**config.mk**
```make
export PLATFORM = sky130hd
export DESIGN_NAME = dac_update_command_decoder
export DESIGN_NICKNAME = d
export VERILOG_FILES = /design/src/logic/update_decoder_pkg.sv /design/src/logic/channel_regs.sv /design/src/logic/dac_update_command_decoder.sv
export SDC_FILE = /design/constraint.sdc
export NUM_CORES = 1
export LEC_CHECK = 0
export BUFFER_PORTS_ARGS = -buffer_cell sky130_fd_sc_hd__buf_2
export CAP_MARGIN = 25
export CORE_UTILIZATION = 56
export CTS_BUF_LIST = sky130_fd_sc_hd__clkbuf_2 sky130_fd_sc_hd__clkbuf_4 sky130_fd_sc_hd__clkbuf_8
export CTS_CLUSTER_DIAMETER = 120
export CTS_CLUSTER_SIZE = 24
export DETAILED_ROUTE_END_ITERATION = 8
export MAX_ROUTING_LAYER = met4
export PLACE_DENSITY_LB_ADDON = 0.3
export SLEW_MARGIN = 0
export SYNTH_ARGS = -nofsm -noshare
export SYNTH_HDL_FRONTEND = slang
export SYNTH_SLANG_ARGS = --single-unit
```
**constraint.sdc**
```tcl
create_clock -name clk_in -period 3 [get_ports clk_in]
set_input_delay 0.15 -clock clk_in [delete_from_list [all_inputs] [get_ports clk_in]]
set_output_delay 0.15 -clock clk_in [all_outputs]
set_load 0.005 [all_outputs]
```
**src/logic/update_decoder_pkg.sv**
```systemverilog
// Purpose: Constants for the update and write-and-update command decoder.
// Assumes: A serial front end delivers each frame as three whole bytes.
// Notes: Command nibble sits in the top four bits of the first byte.
// Contract
// [RQ1] An update-only command to channels 0 to 7 copies that input register to its output register, data ignored.
// [RQ2] An update-only command with an all-ones channel code copies every input register to its output register.
// [RQ3] A write-and-update command to channels 0 to 7 loads the 12-bit value and updates only that channel's output.
// [RQ4] A write-and-update command with an all-ones code loads and updates all eight channels.
// [RQ5] A channel code with its top bit set, other than all ones, changes no register.
// [RQ6] The master sends sample bits 11 to 4 in the first data byte and bits 3 to 0 in the upper nibble of the second.
// [RQ7] The low three address bits pick channel A to H in binary order; the top bit is zero for one channel.
// [RQ8] The all-zero command writes only the selected input register and leaves its output register alone.
// [RQ9] Nothing is done until all three bytes have arrived; a frame cut short changes nothing.
package update_decoder_pkg;
    localparam int NUM_CHANNELS = 8;
    localparam int SAMPLE_WIDTH = 12;
    localparam logic [3:0] CMD_WRITE_INPUT = 4'h0;
    localparam logic [3:0] CMD_UPDATE_ONLY = 4'h1;
    localparam logic [3:0] CMD_WRITE_UPDATE = 4'h3;
    localparam logic [3:0] ADDR_BROADCAST = 4'hF;
    localparam logic [SAMPLE_WIDTH-1:0] SAMPLE_RESET = 12'h000;
    localparam logic [1:0] BYTE_COUNT_RESET = 2'h0;
    localparam logic [1:0] BYTE_COUNT_LAST = 2'h2;
endpackage : update_decoder_pkg

```
**src/logic/channel_regs.sv**
```systemverilog
// Purpose: One channel's input register and output register pair.
// Assumes: Load and update strobes are one-cycle pulses from the decoder.
// Notes: On a load together with an update the new value goes straight through.
`timescale 1ns/1ps
module channel_regs #(
    parameter int WIDTH = update_decoder_pkg::SAMPLE_WIDTH
) (
    input wire logic clk_in,
    input wire logic rstn_in,
    input wire logic load_in,
    input wire logic update_in,
    input wire logic [WIDTH-1:0] data_in,
    output logic [WIDTH-1:0] input_reg_out,
    output logic [WIDTH-1:0] output_reg_out
);
    import update_decoder_pkg::*;

    logic [WIDTH-1:0] input_ff;
    logic [WIDTH-1:0] nxt_input;
    logic [WIDTH-1:0] output_ff;
    logic [WIDTH-1:0] nxt_output;

    // Next values of the two registers.
    always_comb begin
        nxt_input = load_in ? data_in : input_ff;
        nxt_output = output_ff;
        if (update_in) begin
            nxt_output = nxt_input;
        end
    end

    // Register both values.
    always_ff @(posedge clk_in or negedge rstn_in) begin
        if (!rstn_in) begin
            input_ff <= WIDTH'(SAMPLE_RESET);
            output_ff <= WIDTH'(SAMPLE_RESET);
        end else begin
            input_ff <= nxt_input;
            output_ff <= nxt_output;
        end
    end

    assign input_reg_out = input_ff;
    assign output_reg_out = output_ff;
endmodule : channel_regs

```
**src/logic/dac_update_command_decoder.sv**
```systemverilog
// Purpose: Decodes three-byte write frames into input-register loads and output-register updates.
// Assumes: byte_valid_in pulses once per received byte; frame_start_in marks a new frame; frame_stop_in ends it.
//          All three frame inputs are synchronous to clk_in and last one cycle.
// Notes: Commands other than the three handled here are passed over and left to other blocks.
//        Register outputs change at the clock edge that takes the third byte of a frame.
//        frame_done_out pulses for one cycle right after that edge, for every whole frame.
//        frame_invalid_out pulses together with it when the channel code is refused.
//        A stop or a new start before the third byte throws the partial frame away.
//        Bytes outside a frame, and bytes after the third, are ignored.
//        A broadcast code on the plain input write loads every input register.
`timescale 1ns/1ps
module dac_update_command_decoder #(
    parameter int NUM_CH = update_decoder_pkg::NUM_CHANNELS,
    parameter int WIDTH = update_decoder_pkg::SAMPLE_WIDTH
) (
    input wire logic clk_in,
    input wire logic rstn_in,
    input wire logic frame_start_in,
    input wire logic frame_stop_in,
    input wire logic byte_valid_in,
    input wire logic [7:0] byte_data_in,
    output logic [NUM_CH*WIDTH-1:0] input_regs_out,
    output logic [NUM_CH*WIDTH-1:0] output_regs_out,
    output logic frame_done_out,
    output logic frame_invalid_out
);
    import update_decoder_pkg::*;

    // Frame receiver states: waiting for a start, collecting bytes, and
    // waiting out the rest of a frame whose three bytes are already in.
    typedef enum logic [2:0] {
        ST_IDLE = 3'b001,
        ST_RECV = 3'b010,
        ST_SKIP = 3'b100
    } frame_state_t;

    // Frame receiver state and byte count.
    frame_state_t state_ff;
    frame_state_t nxt_state;
    logic [1:0] count_ff;
    logic [1:0] nxt_count;

    // Captured command and access byte, and the high data bits.
    logic [7:0] cmd_ff;
    logic [7:0] nxt_cmd;
    logic [7:0] msb_ff;
    logic [7:0] nxt_msb;

    // Status pulses.
    logic done_ff;
    logic nxt_done;
    logic invalid_ff;
    logic nxt_invalid;

    // Decode results and per-channel strobes.
    logic [NUM_CH-1:0] load_vec;
    logic [NUM_CH-1:0] update_vec;
    logic [WIDTH-1:0] sample;
    logic frame_complete;
    logic [3:0] cmd_nib;
    logic [3:0] addr_nib;
    logic [NUM_CH-1:0] sel_one;
    logic [NUM_CH-1:0] target_vec;
    logic broadcast;
    logic addr_ok;

    ////////////////////////////////////////////////////////////////////////
    // Frame assembly.

    // Byte counter and capture; a stop before the third byte discards the frame.
    // Count 0 takes the command and access byte, count 1 the high data bits,
    // and count 2 the low data bits, which are used in the same cycle and not stored.
    // A start always wins, so a master may begin a new frame at any time.
    always_comb begin
        nxt_state = state_ff;
        nxt_count = count_ff;
        nxt_cmd = cmd_ff;
        nxt_msb = msb_ff;
        frame_complete = 1'b0;
        if (frame_start_in) begin
            nxt_state = ST_RECV;
            nxt_count = BYTE_COUNT_RESET;
        end else if (frame_stop_in) begin
            nxt_state = ST_IDLE; // RQ9
            nxt_count = BYTE_COUNT_RESET;
        end else if (byte_valid_in) begin
            unique case (state_ff)
                ST_RECV: begin
                    if (count_ff == BYTE_COUNT_RESET) begin
                        nxt_cmd = byte_data_in;
                        nxt_count = count_ff + 2'h1;
                    end else if (count_ff != BYTE_COUNT_LAST) begin
                        nxt_msb = byte_data_in;
                        nxt_count = count_ff + 2'h1;
                    end else begin
                        frame_complete = 1'b1; // RQ9
                        nxt_state = ST_SKIP;
                    end
                end
                ST_IDLE: begin
                    // No frame is open, so the byte is dropped.
                    nxt_state = ST_IDLE;
                end
                ST_SKIP: begin
                    // The frame is already whole; extra bytes are dropped.
                    nxt_state = ST_SKIP;
                end
                default: begin
                    nxt_state = ST_IDLE;
                end
            endcase
        end
    end

    ////////////////////////////////////////////////////////////////////////
    // Command decode, valid only in the cycle the third byte arrives.

    // Sample assembled from the first data byte and the upper nibble of the second.
    // The low nibble of the last byte carries no data and is dropped.
    assign sample = {msb_ff, byte_data_in[7:4]}; // RQ6
    assign cmd_nib = cmd_ff[7:4];
    assign addr_nib = cmd_ff[3:0];
    assign broadcast = (addr_nib == ADDR_BROADCAST);
    assign addr_ok = !addr_nib[3] || broadcast; // RQ5

    // One-hot channel select from the low three address bits.
    always_comb begin
        sel_one = '0;
        sel_one[addr_nib[2:0]] = 1'b1; // RQ7
    end

    // Channels that a command reaches: one channel, or all of them on the broadcast code.
    always_comb begin
        target_vec = sel_one;
        if (broadcast) begin
            target_vec = '1; // RQ2 RQ4
        end
    end

    // Strobes for every channel, raised only in the cycle the third byte is taken.
    always_comb begin
        load_vec = '0;
        update_vec = '0;
        nxt_done = 1'b0;
        nxt_invalid = 1'b0;
        if (frame_complete) begin
            // Every whole frame reports done; a refused code also reports invalid.
            nxt_done = 1'b1;
            nxt_invalid = !addr_ok; // RQ5
            if (addr_ok) begin
                unique case (cmd_nib)
                    CMD_UPDATE_ONLY: begin
                        // Data bytes play no part; the stored input values move across.
                        update_vec = target_vec; // RQ1 RQ2
                    end
                    CMD_WRITE_UPDATE: begin
                        // The new value reaches the output at the same edge as the input.
                        load_vec = target_vec; // RQ3 RQ4
                        update_vec = target_vec; // RQ3 RQ4
                    end
                    CMD_WRITE_INPUT: begin
                        // Output registers wait for a later update command.
                        load_vec = target_vec; // RQ8
                    end
                    default: begin
                        // Other command codes belong to other blocks and change no register.
                        load_vec = '0;
                        update_vec = '0;
                    end
                endcase
            end
        end
    end

    // Register the frame receiver state and the captured bytes.
    always_ff @(posedge clk_in or negedge rstn_in) begin
        if (!rstn_in) begin
            state_ff <= ST_IDLE;
            count_ff <= BYTE_COUNT_RESET;
            cmd_ff <= 8'h00;
            msb_ff <= 8'h00;
        end else begin
            state_ff <= nxt_state;
            count_ff <= nxt_count;
            cmd_ff <= nxt_cmd;
            msb_ff <= nxt_msb;
        end
    end

    // Register the status pulses; they clear themselves one cycle later.
    always_ff @(posedge clk_in or negedge rstn_in) begin
        if (!rstn_in) begin
            done_ff <= 1'b0;
            invalid_ff <= 1'b0;
        end else begin
            done_ff <= nxt_done;
            invalid_ff <= nxt_invalid;
        end
    end

    ////////////////////////////////////////////////////////////////////////
    // Channel register pairs.
    // Every channel has the same pair of registers; the decoder only steers strobes.
    // All channels share the sample bus, so a broadcast writes the same value everywhere.

    for (genvar ch = 0; ch < NUM_CH; ch++) begin : g_ch
        channel_regs #(
            .WIDTH(WIDTH)
        ) u_regs (
            .clk_in(clk_in),
            .rstn_in(rstn_in),
            .load_in(load_vec[ch]),
            .update_in(update_vec[ch]),
            .data_in(sample),
            .input_reg_out(input_regs_out[ch*WIDTH +: WIDTH]),
            .output_reg_out(output_regs_out[ch*WIDTH +: WIDTH])
        );
    end

    ////////////////////////////////////////////////////////////////////////
    // Status outputs.

    // Both flags come straight from flip-flops.
    assign frame_done_out = done_ff;
    assign frame_invalid_out = invalid_ff;
endmodule : dac_update_command_decoder

```
== Word level (Yosys, flattened, before mapping) ==
Cells that the tools add are included.
Storage, ports and cells
  flip-flop bits (word level): 215
  input bits: 13
  output and inout port bits: 194
  logic and storage cells: 88
Operators by class
  equal/unequal tests: 8
  bitwise operators: 3
  reduce and logical (&&, ||, !) cells: 15
  mux-type cells: 37
  magnitude comparators: 2
  $add $sub $neg: 1
Operators with widths (number)
  $mux W12: 8
  $mux W8: 7
  $mux W3: 5
  $mux W2: 6
  $mux W1: 9
  $ne A4 B4 Y1 const B: 2
  $pmux W3 S2: 1
  $reduce_and A3 Y1: 2
  $reduce_and A6 Y1: 1
  $reduce_bool A3 Y1: 2
  $reduce_and A5 Y1: 1
  $eq A4 B1 Y1 const B: 1
  $eq A4 B2 Y1 const B: 1
  $eq A4 B4 Y1 const B: 1
  $logic_not A4 Y1: 1
  $lt A3 B4 Y1 const B: 1
  $reduce_bool A4 Y1: 1
  $reduce_or A2 Y1: 2
  $demux W1 S3: 1
  $eq A3 B2 Y1 const B: 1
  $eq A3 B3 Y1 const B: 1
  $ge A3 B1 Y1 const B: 1
  $not A1 Y1: 3
  $add A2 B1 Y2 const B: 1
  other kinds (5): 6

== Longest topological paths before layout ==
  depth in word-level cells: 9
  gate-level depth with buffers: 9
  depth with buffers taken out: 6

== Hierarchy ==
A second synthesis with hierarchy kept.
Second synthesis, totals
  cells, all modules: 515
  area, all modules: 8710.9 µm²
By module, submodules not included
  channel_regs: area each 928.4 µm², cells an instance 50, seq. area each 600.6 µm², times used 8
  dac_update_command_decoder: area each 1283.7 µm², cells an instance 115, seq. area each 576.8 µm², times used 1

== Worst setup path before layout ==
Ideal clock, no wire load.
  path kind: reg-to-reg
  from: register count_ff[0]
  to: register g_ch[0].u_regs.input_ff[10]
  library setup time: 0.125 ns
  stages on the path, launching flop included: 9
  path buffers: 2
  required time: 2.875 ns
  clock period less this slack: 2.117 ns
  path slack: 0.883 ns
  data arrival time: 1.993 ns
  cell sequence: dfrtp_1 inv_1 ha_1 nor3b_1 nand4_1 buf_2 a21oi_1 buf_2 mux2_2
On the way
  word-level cells in the longest chain between the ends: 9
  elaborated cells between the ends (all ways): 10
  classes of those cells: 1 x eq/ne; 8 x mux; 1 x reduce/logical
RTL lines
  from (decl): RTL line dac_update_command_decoder.sv:40  | logic [1:0] count_ff;
  from (signal assigned): RTL line dac_update_command_decoder.sv:184  | count_ff <= nxt_count;
  $ne A2 B2 Y1: RTL line dac_update_command_decoder.sv:92  | end else if (count_ff != BYTE_COUNT_LAST) begin
  $mux W1: RTL line dac_update_command_decoder.sv:92
  $mux W1 *: RTL line dac_update_command_decoder.sv:89  | if (count_ff == BYTE_COUNT_RESET) begin
  $mux W1 *: RTL line dac_update_command_decoder.sv:87  | unique case (state_ff)
  $mux W1 *: RTL line dac_update_command_decoder.sv:86  | end else if (byte_valid_in) begin
  $mux W1 *: RTL line dac_update_command_decoder.sv:83  | end else if (frame_stop_in) begin
  $mux W1 *: RTL line dac_update_command_decoder.sv:80  | if (frame_start_in) begin
  $mux W8 *: RTL line dac_update_command_decoder.sv:146  | if (frame_complete) begin
  $mux W12 *: RTL line channel_regs.sv:25  | nxt_input = load_in ? data_in : input_ff;
  net g_ch[0].u_regs.nxt_input[10]: RTL line channel_regs.sv:19  | logic [WIDTH-1:0] nxt_input;
  to (signal assigned): RTL line channel_regs.sv:35  | input_ff <= WIDTH'(SAMPLE_RESET);
  to (signal assigned): RTL line channel_regs.sv:38  | input_ff <= nxt_input;
  to (decl): RTL line channel_regs.sv:18  | logic [WIDTH-1:0] input_ff;
The timed path passes the listed nets; every way through them passes the cells marked *.
A chain may end at the register's enable or synchronous reset.

== Worst setup path after layout ==
  from: register count_ff[0]
  to: register g_ch[1].u_regs.output_ff[7]
On the way
  word-level cells in the longest chain between the ends: 9
  elaborated cells between the ends (all ways): 11
  classes of those cells: 1 x eq/ne; 9 x mux; 1 x reduce/logical
RTL lines
  $ne A2 B2 Y1: RTL line dac_update_command_decoder.sv:92
  $mux W1: RTL line dac_update_command_decoder.sv:92
  $mux W1 *: RTL line dac_update_command_decoder.sv:89
  $mux W1 *: RTL line dac_update_command_decoder.sv:87
  $mux W1 *: RTL line dac_update_command_decoder.sv:86
  $mux W1 *: RTL line dac_update_command_decoder.sv:83
  $mux W1 *: RTL line dac_update_command_decoder.sv:80
  $mux W8: RTL line dac_update_command_decoder.sv:146
  $mux W12: RTL line channel_regs.sv:25
  to (signal assigned): RTL line channel_regs.sv:36  | output_ff <= WIDTH'(SAMPLE_RESET);
  to (signal assigned): RTL line channel_regs.sv:39  | output_ff <= nxt_output;
  to (decl): RTL line channel_regs.sv:20  | logic [WIDTH-1:0] output_ff;
Mark *: on every way between the ends. The rest lies on a longest branch, timed or not.

==> impl_metrics.tcl <==
set metrics [dict create \
    critPathKind "flip-flop to flip-flop" \
    dr.pass1.iters 4 \
    maxCapViolCount 0 \
    cts_tree "yes" \
    yosys_most_used_dff "dfrtp_1" \
    cts_buffers 12 \
    synth_top_family_by_area "multiplexers" \
    setup_tns_ps 0 \
    antennaDiodeCount 0 \
    fp-row-count 47 \
    area.growth.synth_to_final_pct 14.6 \
    grt_start_max_net_pins 93 \
    synth_nets 734 \
    cts_buffer_depth 3 \
    finalNetCount 923 \
    yosysWarnings 0 \
    synthCells 719 \
    cp.arrival_ps 2960 \
    hp-class "primary input to flip-flop" \
    wire_per_inst_um 19.8 \
    drive_gt1_frac 0.480 \
    cp_common_cell "buf_4" \
    wl_met2_um 10800 \
    p_switching_mw 1.13 \
    ctsResizeCount 0 \
    grt_antenna_before_repair 1 \
    numPortBuffers 206 \
    synth-simple-area-share 0.0756 \
    clockPowerShare 0.272 \
    fin_crit_ps 2580 \
    yosys.area.top_type_share 0.562 \
    die_h_um 132 \
    max_freq_ghz 0.387 \
    drtIter0Drc 410 \
    route.met3.wl_um 1040 \
    p_comb_frac 0.065 \
    dieArea_mm2 0.0175 \
    crit_chain "inv_1 -> ha_1 -> nor3b_1 -> nand4_1 -> buf_4 -> buf_4 -> o21ai_0 -> a31oi_1" \
    grt_usage 0.266 \
    core_region_area_mm2 0.0166 \
    fill_cells 1341 \
    syn-cell-area_mm2 0.00953 \
    finalCritPeriodShare 0.861 \
    holdWs_ps 25.8 \
    avgViaCountPerCell 5.64 \
    synthArstFlopShare 1.00 \
    cts-root-buf "clkbuf_8" \
    critPathBufInv 3 \
    fp.dieW_um 132 \
    cts_setup_buffers 0 \
    pin_count 207 \
    vias 6365 \
    ir_worst_vdd_uv 232 \
    synth.most_common_cell "dfrtp_1" \
    rrSetupSlack_ps 420 \
    muxShareOfSynthArea 0.259 \
    routed_wl_um 22300 \
    seqPwrFrac 0.663 \
    slew_violations 0 \
    grt_pass1_wl_um 35300 \
    clk_pin_slew_worst_paths_ps 140 \
    dp.final_hpwl_um 14700 \
    clock_skew_ps 13.7 \
    wl_met1_um 10100 \
    clkLatencyLatePin_ps 490 \
    synth_adder_area_share 0.00263 \
    ant_nets 0 \
    p_int_mw 3.47 \
    maxUsedRoutingLayer "met4" \
    crit_path_start_kind "flip-flop" \
    synth_compound_area_frac 0.0557 \
    power_leakage_nw 6.07 \
    grt_pass1_vias 6130 \
    synthTopCellsByCount "214 x dfrtp_1, 144 x mux2_2, 55 x nand2_1" \
    hold_buffers 8 \
    crit_slowest_cell "dfrtp_1" \
    rsz0062_at_grt "no" \
    regArea_mm2 0.00538 \
    status "completed" \
    hold_violations 0 \
    cp_max_fo 38 \
    setup_viol 0 \
    power.density_mw_per_mm2 422 \
    ys_seq_elements 215 \
    synth_seq_area_share 0.565 \
    multi_input_area_mm2 0.00379 \
    h-tree-depth 1 \
    switching_share 0.246 \
    tightest_slew_ps 877 \
    slowest_delay_ps 380 \
    critical-path-top-delay-family "buffers and inverters" \
    synth-edff-count 0 \
    place.gp.congestion 0.826 \
    synth_area_leaders "dfrtp_1 56%, mux2_2 17%, mux2_4 5.7%" \
    synth_area_per_cell_um2 13.3 \
    synth_area_leader_cell "dfrtp_1" \
    numClockSinks 215 \
    drc 0 \
    cp.required_ps 3380 \
    slew_headroom 0.415 \
    ys_types 44 \
    synthXorXnorAreaFrac 0.00459 \
    overflow 0 \
    worst_setup_path_end_kind "flip-flop" \
    start_util 0.575 \
]
through the flow:
| stage | power [mW] | setup WS (ps) | std cells | area, um2 | util |
|---|---|---|---|---|---|
| global placement | 3.39 | 497 | 1106 | 10700 | 0.642 |
| detailed placement | 3.40 | 445 | 1106 | 10700 | 0.642 |
| finish | 4.60 | 417 | 1128 | 10900 | 0.658 |
| CTS | 4.65 | 415 | 1128 | 10900 | 0.658 |
| global route | 4.78 | 135 | 1128 | 10900 | 0.658 |
| floorplan | 3.25 | 883 | 719 | 9530 | - |
placed cells by master (no fill, tap or decap), types with 2 or more instances in the layout:
cell             n
clkbuf_8        14
a31oi_1         24
a21oi_1          2
or2_1            2
o21ai_2          8
or4b_4           2
dfrtp_1        214
and3_1           2
mux2_4          36
buf_12           2
inv_1            4
nor2_4           4
nor3b_1          3
nand4_1          2
mux2_1           4
mux2i_1         26
xnor2_1          5
or3b_1           2
buf_4           15
nor3_1           5
mux2_2         144
nand3_1         29
or4_1            2
o21ai_0         32
and2_1           2
nor2_1          28
a2111oi_4        2
ha_1             2
buf_2          205
dlygate4sd3_1    8
nand4bb_1        2
nand2_1         55
o21ai_1         10
flip-flops by register name, summed over array words and instances, names as in the netlist:
signal                      cells
g_ch.u_regs.output_reg_out     96
frame_done_out                  1
msb_ff                          8
cmd_ff                          8
state_ff                        3
frame_invalid_out               1
g_ch.u_regs.input_reg_out      96
count_ff                        2
power by group through the flow:
stage	Sequential, mW	Combinational (mW)	Clock, mW
5_1_grt	3.06	0.331	1.39
2_1_floorplan	3.03	0.220	0
3_3_place_gp	3.10	0.291	0
4_1_cts	3.05	0.304	1.29
3_5_place_dp	3.11	0.295	0
6_report	3.05	0.299	1.25
path summary, 6_finish.rpt:
check,cells after the start,start,end
setup / recovery,8,count_ff[0],g_ch[1].u_regs.output_reg_out[7]
max in group asynchronous,3,rstn_in,g_ch[4].u_regs.input_reg_out[3]
hold / removal,3,byte_valid_in,state_ff[2]
hold reg to reg,2,g_ch[7].u_regs.output_reg_out[5],g_ch[7].u_regs.output_reg_out[5]
setup reg to reg,8,count_ff[0],g_ch[1].u_regs.output_reg_out[7]
min in group asynchronous,2,rstn_in,g_ch[4].u_regs.input_reg_out[4]
tightest hold or removal path, cell delays in order:
cell and delay, ps:
buf_2 140, mux2i_1 150, nor3_1 50
cell families after synthesis:
group                      Yosys count
AOI/OAI and AO/OA                   82
xor gates and xnor gates             5
adders and majority gates            2
buffers and inverters               60
DFF                                215
muxes                              210
and+or+nand+nor                    145
routing by layer:
| layer | vias to the layer above | track usage |
|---|---|---|
| li1 | 2916 | - |
| met1 | 3242 | 0.383 |
| met2 | 183 | 0.411 |
| met3 | 24 | 0.0287 |
| met4 | 0 | 0.0549 |
| met5 | - | - |
final cells by class:
cell class,count,share of cell area
sequential,215,0.493
multi-input combinational,444,0.347
timing repair buffer,231,0.117
tap,220,0.0252
clock buffer,14,0.0171
inverter,4,0.00138
(Power assumes the default switching activity.)
